==> src/dbi_pkg.sv <==
// Package: register map, field layout and reset values of the DAC board interrupt block
package dbi_pkg;
  localparam int NUM_FIFO = 32;
  localparam int NUM_QDAC = 8;
  localparam int OC_BITS = 4;
  localparam int ADDR_W = 8;
  localparam int TMR_W = 16;

  typedef enum logic [1:0] {
    DBI_MODE_IMM = 2'b00,
    DBI_MODE_MEM = 2'b01,
    DBI_MODE_FIFO = 2'b10,
    DBI_MODE_SEQ = 2'b11
  } dbi_mode_t;

  // Byte offsets
  localparam logic [7:0] CTRL_BASE = 8'h00;
  localparam logic [7:0] FIFO_IRQ_EN_OFS = 8'h20;
  localparam logic [7:0] FIFO_IRQ_STAT_OFS = 8'h24;
  localparam logic [7:0] IRQ_STAT_OFS = 8'h28;
  localparam logic [7:0] IRQ_MASK_OFS = 8'h2c;
  localparam logic [7:0] AUTO_PERIOD_OFS = 8'h30;

  // Quad control register fields
  localparam int CTRL_MODE_LSB = 0;
  localparam int CTRL_SEQ_EN = 2;
  localparam int CTRL_LOAD_EN = 3;
  localparam int CTRL_ALERT_EN = 4;
  localparam int CTRL_AUTO_EN = 5;
  localparam int CTRL_W = 6;

  // Interrupt status and mask layout
  localparam int STAT_SEQ_LSB = 0;
  localparam int STAT_LOAD_LSB = 8;
  localparam int STAT_ALERT_LSB = 16;
  localparam int STAT_FIFO_BIT = 24;

  localparam logic [CTRL_W-1:0] CTRL_RST = 6'h00;
  localparam logic [31:0] FIFO_IRQ_EN_RST = 32'h0000_0000;
  localparam logic [31:0] IRQ_MASK_RST = 32'h0000_0000;
  localparam logic [TMR_W-1:0] AUTO_PERIOD_RST = 16'h1000;
endpackage

==> src/dbi_irq.sv <==
// DAC board interrupt collector with APB register file and status-read request logic
// How it works
// - One combined FIFO flag covers every FIFO, up to 32, whose own interrupt enable is set.
// - The FIFO flag is set while any enabled FIFO is below its limit or holds no samples.
// - The FIFO flag clears itself, with no acknowledge, once all enabled FIFOs are above limit.
// - A per-FIFO status word shows which enabled channels are raising the FIFO flag.
// - Each quad DAC has a sequencer flag, set when enabled and its sequencer asks for new data in sequencer mode.
// - Each quad DAC has a load flag, set when enabled and its outputs update in memory mode.
// - Each quad DAC has an alert flag, set when enabled and a status read shows an alert bit.
// - In FIFO and sequencer modes one converter status read is requested per sequence.
// - In immediate and memory modes a status read is requested each time the auto timer expires.
//
// The APB slave port and the address map are this design's own decisions.
`timescale 1ns/1ps
`default_nettype none
module dbi_irq (
  input wire logic sys_clk,
  input wire logic rst,
  input wire logic psel,
  input wire logic penable,
  input wire logic pwrite,
  input wire logic [7:0] paddr,
  input wire logic [31:0] pwdata,
  output logic [31:0] prdata,
  output logic pready,
  output logic pslverr,
  input wire logic [31:0] fifo_below_limit,
  input wire logic [31:0] fifo_empty,
  input wire logic [7:0] seq_data_request,
  input wire logic [7:0] seq_cycle_start,
  input wire logic [7:0] mem_load_done,
  input wire logic [7:0] status_read_done,
  input wire logic [31:0] status_overcurrent,
  input wire logic [7:0] status_thermal,
  output logic [7:0] status_read_req,
  output logic irq
);
  localparam int NQ = dbi_pkg::NUM_QDAC;

  logic [dbi_pkg::CTRL_W-1:0] ctrl_q [NQ];
  logic [31:0] fifo_en_q;
  logic [31:0] fifo_stat_q;
  logic fifo_level_irq_q;
  logic [NQ-1:0] sequencer_request_irq_q;
  logic [NQ-1:0] output_loaded_irq_q;
  logic [NQ-1:0] converter_alert_irq_q;
  logic [31:0] irq_mask_q;
  logic [dbi_pkg::TMR_W-1:0] auto_period_q;
  logic [NQ-1:0] seq_set, load_set, alert_set, req_d;
  logic [NQ-1:0] seq_clr, load_clr, alert_clr;
  logic [NQ-1:0] status_read_req_q;
  logic [31:0] irq_stat;
  logic [31:0] prdata_q, rdata_d;
  logic pready_q, pslverr_q, irq_q;
  logic acc_done, wr_en, addr_ok;
  logic [5:0] widx;
  logic [31:0] fifo_hit;

  assign prdata = prdata_q;
  assign pready = pready_q;
  assign pslverr = pslverr_q;
  assign irq = irq_q;
  assign status_read_req = status_read_req_q;

  // APB: one wait state, so every access answers in its second access cycle
  assign acc_done = psel && penable && pready_q;
  assign wr_en = acc_done && pwrite && addr_ok;
  assign widx = paddr[7:2];

  always_comb begin
    addr_ok = 1'b1;
    rdata_d = 32'h0000_0000;
    if (paddr[1:0] != 2'b00) begin
      addr_ok = 1'b0;
    end else if (paddr < dbi_pkg::FIFO_IRQ_EN_OFS) begin
      rdata_d = {26'h0, ctrl_q[widx[2:0]]};
    end else begin
      unique case (paddr)
        dbi_pkg::FIFO_IRQ_EN_OFS: rdata_d = fifo_en_q;
        dbi_pkg::FIFO_IRQ_STAT_OFS: rdata_d = fifo_stat_q;
        dbi_pkg::IRQ_STAT_OFS: rdata_d = irq_stat;
        dbi_pkg::IRQ_MASK_OFS: rdata_d = irq_mask_q;
        dbi_pkg::AUTO_PERIOD_OFS: rdata_d = {16'h0, auto_period_q};
        default: addr_ok = 1'b0;
      endcase
    end
  end

  always_ff @(posedge sys_clk) begin
    if (rst) begin
      pready_q <= 1'b0;
      pslverr_q <= 1'b0;
      prdata_q <= 32'h0000_0000;
    end else begin
      pready_q <= psel && penable && !pready_q;
      pslverr_q <= psel && penable && !pready_q && !addr_ok;
      if (psel && penable && !pready_q) begin
        prdata_q <= pwrite ? 32'h0000_0000 : rdata_d;
      end
    end
  end

  // Configuration registers
  always_ff @(posedge sys_clk) begin
    if (rst) begin
      for (int i = 0; i < NQ; i++) begin
        ctrl_q[i] <= dbi_pkg::CTRL_RST;
      end
      fifo_en_q <= dbi_pkg::FIFO_IRQ_EN_RST;
      irq_mask_q <= dbi_pkg::IRQ_MASK_RST;
      auto_period_q <= dbi_pkg::AUTO_PERIOD_RST;
    end else if (wr_en) begin
      if (paddr < dbi_pkg::FIFO_IRQ_EN_OFS) begin
        ctrl_q[widx[2:0]] <= pwdata[dbi_pkg::CTRL_W-1:0];
      end
      if (paddr == dbi_pkg::FIFO_IRQ_EN_OFS) begin
        fifo_en_q <= pwdata;
      end
      if (paddr == dbi_pkg::IRQ_MASK_OFS) begin
        irq_mask_q <= pwdata;
      end
      if (paddr == dbi_pkg::AUTO_PERIOD_OFS) begin
        auto_period_q <= pwdata[dbi_pkg::TMR_W-1:0];
      end
    end
  end

  // FIFO source is a level: it follows the FIFOs, no acknowledge exists
  assign fifo_hit = fifo_en_q & (fifo_below_limit | fifo_empty);

  always_ff @(posedge sys_clk) begin
    if (rst) begin
      fifo_stat_q <= 32'h0000_0000;
      fifo_level_irq_q <= 1'b0;
    end else begin
      fifo_stat_q <= fifo_hit;
      fifo_level_irq_q <= |fifo_hit;
    end
  end

  // Per-quad sources and status-read requests
  for (genvar q = 0; q < NQ; q++) begin : g_quad
    dbi_pkg::dbi_mode_t mode;
    logic [dbi_pkg::TMR_W-1:0] tmr_q;
    logic auto_ok, expire;
    assign mode = dbi_pkg::dbi_mode_t'(ctrl_q[q][dbi_pkg::CTRL_MODE_LSB +: 2]);
    assign seq_set[q] = seq_data_request[q] && ctrl_q[q][dbi_pkg::CTRL_SEQ_EN]
                        && mode == dbi_pkg::DBI_MODE_SEQ;
    assign load_set[q] = mem_load_done[q] && ctrl_q[q][dbi_pkg::CTRL_LOAD_EN]
                         && mode == dbi_pkg::DBI_MODE_MEM;
    assign alert_set[q] = status_read_done[q] && ctrl_q[q][dbi_pkg::CTRL_ALERT_EN]
                          && (|status_overcurrent[4*q +: 4] || status_thermal[q]);
    assign auto_ok = ctrl_q[q][dbi_pkg::CTRL_AUTO_EN]
                     && (mode == dbi_pkg::DBI_MODE_IMM || mode == dbi_pkg::DBI_MODE_MEM);
    assign expire = auto_ok && tmr_q == '0;
    // Sequenced modes read once per sequence; timed reads only in the direct modes
    assign req_d[q] = expire
                      || (seq_cycle_start[q] && !auto_ok
                          && (mode == dbi_pkg::DBI_MODE_FIFO || mode == dbi_pkg::DBI_MODE_SEQ));

    // Timer rests at the period while disabled, so the first read comes one period late
    always_ff @(posedge sys_clk) begin
      if (rst) begin
        tmr_q <= dbi_pkg::AUTO_PERIOD_RST;
      end else if (!auto_ok || expire) begin
        tmr_q <= auto_period_q;
      end else begin
        tmr_q <= tmr_q - 16'h0001;
      end
    end

    property p_seq_set;
      @(posedge sys_clk) disable iff (rst)
      seq_set[q] |=> sequencer_request_irq_q[q];
    endproperty
    a_seq_set: assert property (p_seq_set) else $error("sequencer flag not set");

    property p_load_mode;
      @(posedge sys_clk) disable iff (rst)
      mem_load_done[q] && mode != dbi_pkg::DBI_MODE_MEM && !output_loaded_irq_q[q]
      |=> !output_loaded_irq_q[q];
    endproperty
    a_load_mode: assert property (p_load_mode) else $error("load flag set outside memory mode");

    property p_alert_set;
      @(posedge sys_clk) disable iff (rst)
      status_read_done[q] && ctrl_q[q][dbi_pkg::CTRL_ALERT_EN] && status_thermal[q]
      |=> converter_alert_irq_q[q];
    endproperty
    a_alert_set: assert property (p_alert_set) else $error("alert flag not set");

    property p_seq_read;
      @(posedge sys_clk) disable iff (rst)
      seq_cycle_start[q] && mode == dbi_pkg::DBI_MODE_FIFO && !ctrl_q[q][dbi_pkg::CTRL_AUTO_EN]
      |=> status_read_req_q[q];
    endproperty
    a_seq_read: assert property (p_seq_read) else $error("no status read for sequence");

    property p_auto_read;
      @(posedge sys_clk) disable iff (rst)
      auto_ok && tmr_q == 16'h0002 && $stable(ctrl_q[q]) ##1 auto_ok
      |-> ##2 status_read_req_q[q];
    endproperty
    a_auto_read: assert property (p_auto_read) else $error("auto status read missed");
  end

  // Sticky flags, write one to clear; an event in the clearing cycle wins
  assign irq_stat = {7'h00, fifo_level_irq_q, converter_alert_irq_q,
                     output_loaded_irq_q, sequencer_request_irq_q};
  assign seq_clr = (wr_en && paddr == dbi_pkg::IRQ_STAT_OFS) ?
                   pwdata[dbi_pkg::STAT_SEQ_LSB +: 8] : 8'h00;
  assign load_clr = (wr_en && paddr == dbi_pkg::IRQ_STAT_OFS) ?
                    pwdata[dbi_pkg::STAT_LOAD_LSB +: 8] : 8'h00;
  assign alert_clr = (wr_en && paddr == dbi_pkg::IRQ_STAT_OFS) ?
                     pwdata[dbi_pkg::STAT_ALERT_LSB +: 8] : 8'h00;

  always_ff @(posedge sys_clk) begin
    if (rst) begin
      sequencer_request_irq_q <= 8'h00;
      output_loaded_irq_q <= 8'h00;
      converter_alert_irq_q <= 8'h00;
    end else begin
      sequencer_request_irq_q <= seq_set | (sequencer_request_irq_q & ~seq_clr);
      output_loaded_irq_q <= load_set | (output_loaded_irq_q & ~load_clr);
      converter_alert_irq_q <= alert_set | (converter_alert_irq_q & ~alert_clr);
    end
  end

  always_ff @(posedge sys_clk) begin
    if (rst) begin
      status_read_req_q <= 8'h00;
      irq_q <= 1'b0;
    end else begin
      status_read_req_q <= req_d;
      irq_q <= |(irq_stat & irq_mask_q);
    end
  end

  property p_fifo_set;
    @(posedge sys_clk) disable iff (rst)
    |(fifo_en_q & fifo_empty) |=> fifo_level_irq_q;
  endproperty
  a_fifo_set: assert property (p_fifo_set) else $error("fifo flag not set");

  property p_fifo_clr;
    @(posedge sys_clk) disable iff (rst)
    (fifo_en_q & (fifo_below_limit | fifo_empty)) == 32'h0000_0000 |=> !fifo_level_irq_q;
  endproperty
  a_fifo_clr: assert property (p_fifo_clr) else $error("fifo flag did not clear");

  property p_fifo_stat;
    @(posedge sys_clk) disable iff (rst)
    1'b1 |=> fifo_stat_q == ($past(fifo_en_q) & $past(fifo_below_limit | fifo_empty));
  endproperty
  a_fifo_stat: assert property (p_fifo_stat) else $error("fifo channel status wrong");

  property p_fifo_disabled;
    @(posedge sys_clk) disable iff (rst)
    fifo_en_q == 32'h0000_0000 |=> !fifo_level_irq_q;
  endproperty
  a_fifo_disabled: assert property (p_fifo_disabled) else $error("disabled fifo raised flag");

  property p_w1c;
    @(posedge sys_clk) disable iff (rst)
    wr_en && paddr == dbi_pkg::IRQ_STAT_OFS && pwdata[0] && !seq_set[0]
    |=> !sequencer_request_irq_q[0];
  endproperty
  a_w1c: assert property (p_w1c) else $error("write one did not clear flag");

  property p_irq_out;
    @(posedge sys_clk) disable iff (rst)
    (irq_stat & irq_mask_q) != 32'h0000_0000 |=> irq_q;
  endproperty
  a_irq_out: assert property (p_irq_out) else $error("interrupt line low with pending flag");

  property p_irq_quiet;
    @(posedge sys_clk) disable iff (rst)
    (irq_stat & irq_mask_q) == 32'h0000_0000 |=> !irq_q;
  endproperty
  a_irq_quiet: assert property (p_irq_quiet) else $error("interrupt line high with no flag");

  property p_apb_answer;
    @(posedge sys_clk) disable iff (rst)
    psel && !penable ##1 psel && penable |=> pready_q;
  endproperty
  a_apb_answer: assert property (p_apb_answer) else $error("apb answer not after one wait");
endmodule
`default_nettype wire

==> config.mk <==
export PLATFORM = sky130hd
export DESIGN_NAME = dbi_irq
export DESIGN_NICKNAME = d
export VERILOG_FILES = /design/src/dbi_pkg.sv /design/src/dbi_irq.sv
export SDC_FILE = /design/constraint.sdc
export NUM_CORES = 1
export LEC_CHECK = 0
export BUFFER_PORTS_ARGS = -buffer_cell sky130_fd_sc_hd__buf_2
export CORE_MARGIN = 3
export CORE_UTILIZATION = 41
export DETAILED_ROUTE_END_ITERATION = 8
export GPL_ROUTABILITY_DRIVEN = 0
export SYNTH_ARGS = -nofsm -noshare
export SYNTH_HDL_FRONTEND = slang
export SYNTH_SLANG_ARGS = --single-unit
==> constraint.sdc <==
create_clock -name sys_clk -period 3.15 [get_ports sys_clk]
set_input_delay 0.1575 -clock sys_clk [delete_from_list [all_inputs] [get_ports sys_clk]]
set_output_delay 0.1575 -clock sys_clk [all_outputs]
set_load 0.005 [all_outputs]
==> results.yml <==
clock_tree:
  clock-sinks: 356
  cts_buffer_depth: 3
  cts_setup_buffers: 0
  h-tree-depth: 2
  cts-root-buf: "clkbuf_16"
  cts_buffers: 40
  cts_tree: "yes"
  path_clk_slew_ns: 0.06
  clk_latency_ns: 0.56
worst_setup_path:
  setup.worst_path.class: "flop to flop"
  critPathCaptureType: "flop"
  critical_path.max_fanout: 29
  crit_arrival_ns: 2.84
  ff2ff_path_depth: 7
  setup.worst_path.start_class: "flop"
  cp.required_ns: 3.57
sta:
  rsz0062_at_grt: "no"
  tns_ns: 0
  finClkSkew_ns: 0.0220
  max_slew_margin_pct: 31.2
  max_slew.worst_pin.slew_ns: 1.03
  hold_slack_ns: -0.00112
  finalSetupViolations: 0
  final-hold-violation-count: 1
  post-route-min-period_ns: 2.42
  final.period_utilization_pct: 76.9
  max_freq_mhz: 413
  drv_slew: 0
placed_design:
  place_hpwl_um: 39200
  io_buffers: 223
  placed_cell_area_um2: 17800
floorplanning:
  fp.dieArea_um2: 42000
  start_util_pct: 41.8
  row_count: 72
  die_h_um: 205
  io_pins: 224
  core_area_um2: 38800
  die_width_um: 205
power:
  switchingPower_mw: 2.56
  swShare_pct: 24.3
  comb_power_share_pct: 8.7
  leakage_nw: 7.46
  intPower_mw: 8.00
  pwr-share-clk_pct: 46.3
  worst_ir_drop_vdd_mv: 0.329
  p_per_area_nw_per_um2: 521
  power_frac_seq_pct: 45.0
logic_synthesis:
  synth_xor_area_share_pct: 5.08
  seq_area_frac_synth_pct: 46.9
  synth_seq_cells: 356
  synth_compound_area_share_pct: 17.7
  synth.avg_cell_area_um2: 8.95
  synth_fa_ha_area_share_pct: 0.771
  synth-simple-area-share_pct: 19.2
  syn_inst: 1812
  synth.distinct_cells: 67
  synthArstFlopShare_pct: 0
  synth-edff-count: 48
  synth_mux_area_share_pct: 6.08
  synth_top_family_by_area: "simple AND/OR/NAND/NOR gates"
  syn-num-nets: 2003
  mappedNetlistArea_um2: 16200
  dominantRegCellSynth: "dfxtp_1"
  yosys_warnings: 0
drt:
  firstDrtPassIters: 9
  drc: 0
  dr.first_iter.drc_count: 1383
  num_vias: 15082
  totalWireLength_um: 57600
  via_per_inst: 5.70
  postRouteAntennaNets: 0
  avgRoutedWirePerCell_um: 21.8
finish:
  design_area_um2: 20300
  diodes: 0
  drive_gt1_share_pct: 18.5
  syn_to_final_growth_pct: 25.0
  n_fill_cell: 3657
  nNetsFinal: 2289
global_route:
  track_usage_pct: 26.8
  grt_max_degree: 219
  grt_pass1_vias: 14448
  gr-total-overflow: 0
  grt_pass1_wl_um: 86200
  antenna_found_initial: 2
hold_path:
  min_path_type: "input port to flop"
  holdPathStages: 3
status:
  status: "finished, violations left"
  failed_checks: "hold timing"
flow_run:
  drv_cap: 0
## power by group through the flow
stage / Combinational [mW] / Sequential (mW) / Clock [mW]
floorplan: 0.520 / 4.83 / 0
global placement: 0.814 / 4.85 / 0
detailed placement: 0.821 / 4.85 / 0
CTS: 0.905 / 4.76 / 4.94
global route: 1.00 / 4.76 / 5.13
finish: 0.919 / 4.76 / 4.89
## cell usage in the layout, fill, tap and decap left out, types with 31 or more instances in the layout
cell type	synthesis	final
a211oi_1	93	93
a21oi_1	124	124
a22oi_1	39	39
buf_2	14	222
buf_4	2	41
clkbuf_16	0	41
dfxtp_1	308	308
dlygate4sd3_1	0	107
edfxtp_1	48	48
inv_1	38	38
mux2i_1	31	31
nand2_1	183	183
nor2_1	218	218
nor3_1	74	74
o21ai_0	96	96
xnor2_1	44	44
xor2_1	50	50
## cell usage after synthesis (all sizes together), types with 5 or more instances
cell type,instances,area share (%)
nand4,27,1.0
a2bb2oi,7,0.38
edfxtp,48,8.9
a211oi,95,4.5
nand2b,6,0.23
xor2,50,2.7
a22o,15,0.81
ha,10,0.77
inv,38,0.88
nor2b,11,0.42
buf,33,0.96
nand3,21,0.65
o31a,5,0.27
nor3b,9,0.42
clkbuf,97,2.3
nand2,183,4.2
a22oi,39,1.8
or3,17,0.66
xnor2,44,2.4
nor2,218,5.0
a221oi,7,0.38
o21a,6,0.28
o211ai,9,0.42
a31oi,11,0.42
mux2,28,1.9
a21oi,125,3.9
mux4,16,2.2
o22ai,9,0.35
nor3,75,2.3
o21ai,97,3.0
nand4b,15,0.81
nand3b,5,0.23
mux2i,31,1.9
dfxtp,308,38
a311oi,11,0.59
clkinv,6,0.14
or4,16,0.81
nor4,33,1.4
## through the flow
| step | hold WS, ns | std cells | setup slack (ns) | util [%] | total power [mW] |
|---|---|---|---|---|---|
| after floorplan | 0.286 | 1812 | 1.09 | - | 5.35 |
| after global placement | 0.420 | 2467 | 0.813 | 46.0 | 5.67 |
| after detailed placement | 0.421 | 2467 | 0.753 | 46.0 | 5.67 |
| after CTS | 0.00224 | 2647 | 0.745 | 52.2 | 10.6 |
| after global routing | 0.00246 | 2647 | 0.424 | 52.2 | 10.9 |
| final | -0.00112 | 2647 | 0.727 | 52.2 | 10.6 |
## per-layer routing
metal / track usage, % / vias up / wire length [µm]
met4: 12.9 / 2 / 2810
met3: 5.05 / 138 / 3840
met5: 0 / - / 17
met1: 33.1 / 7211 / 23300
met2: 45.0 / 608 / 27600
li1: - / 7123 / -
## worst max-delay path, stage by stage (launching register included)
cell,delay [ns]
dfxtp_1,0.33
inv_1,0.06
ha_1,0.17
nor3b_1,0.48
nand4_1,0.29
o21a_1,0.58
nor3_1,0.30
a31oi_1,0.07
## path summary, 6_finish.rpt
| path | startpoint | endpoint | slack, ns |
|---|---|---|---|
| worst max-delay path | g_quad[4].tmr_q[0] | g_quad[4].tmr_q[12] | 0.73 |
| worst max register to register | g_quad[4].tmr_q[0] | g_quad[4].tmr_q[12] | 0.73 |
| worst min register to register | prdata[20] | prdata[20] | 0.46 |
| worst min-delay path | fifo_empty[23] | fifo_stat_q[23] | -0.001 |
## kinds of logic (layout without fill, tap and decap cells)
family / count (synthesis) / after routing
adder cells (fa/ha/maj): 10 / 10
AND/OR/NAND/NOR: 654 / 654
multiplexers: 75 / 75
flip-flops: 356 / 356
AO/OA/AOI/OAI: 449 / 449
XOR/XNOR: 94 / 94
buffers and inverters: 174 / 491
## what timing repair did
action | in CTS | in global routing
hold buffers | 107 | 0
gates resized for setup | 0 | 0
hold endpoints to repair | 128 | 0
## area by class of cell
class / instances / area, µm² / area share, %
Clock inverter: 18 / 199 / 0.981
Multi-Input combinational cell: 1282 / 7930 / 39.1
Clock buffer: 55 / 1170 / 5.76
Timing Repair Buffer: 374 / 2560 / 12.6
Tap cell: 518 / 648 / 3.20
Inverter: 44 / 165 / 0.814
Sequential cell: 356 / 7610 / 37.5
## sequential cells by signal (all words and copies together), names as in the netlist, 16 cells and up
register / cells
g_quad.tmr_q: 128
ctrl_q: 48
fifo_en_q: 32
fifo_stat_q: 32
irq_mask_q: 32
prdata: 32
auto_period_q: 16
(Power assumes the default switching activity.)
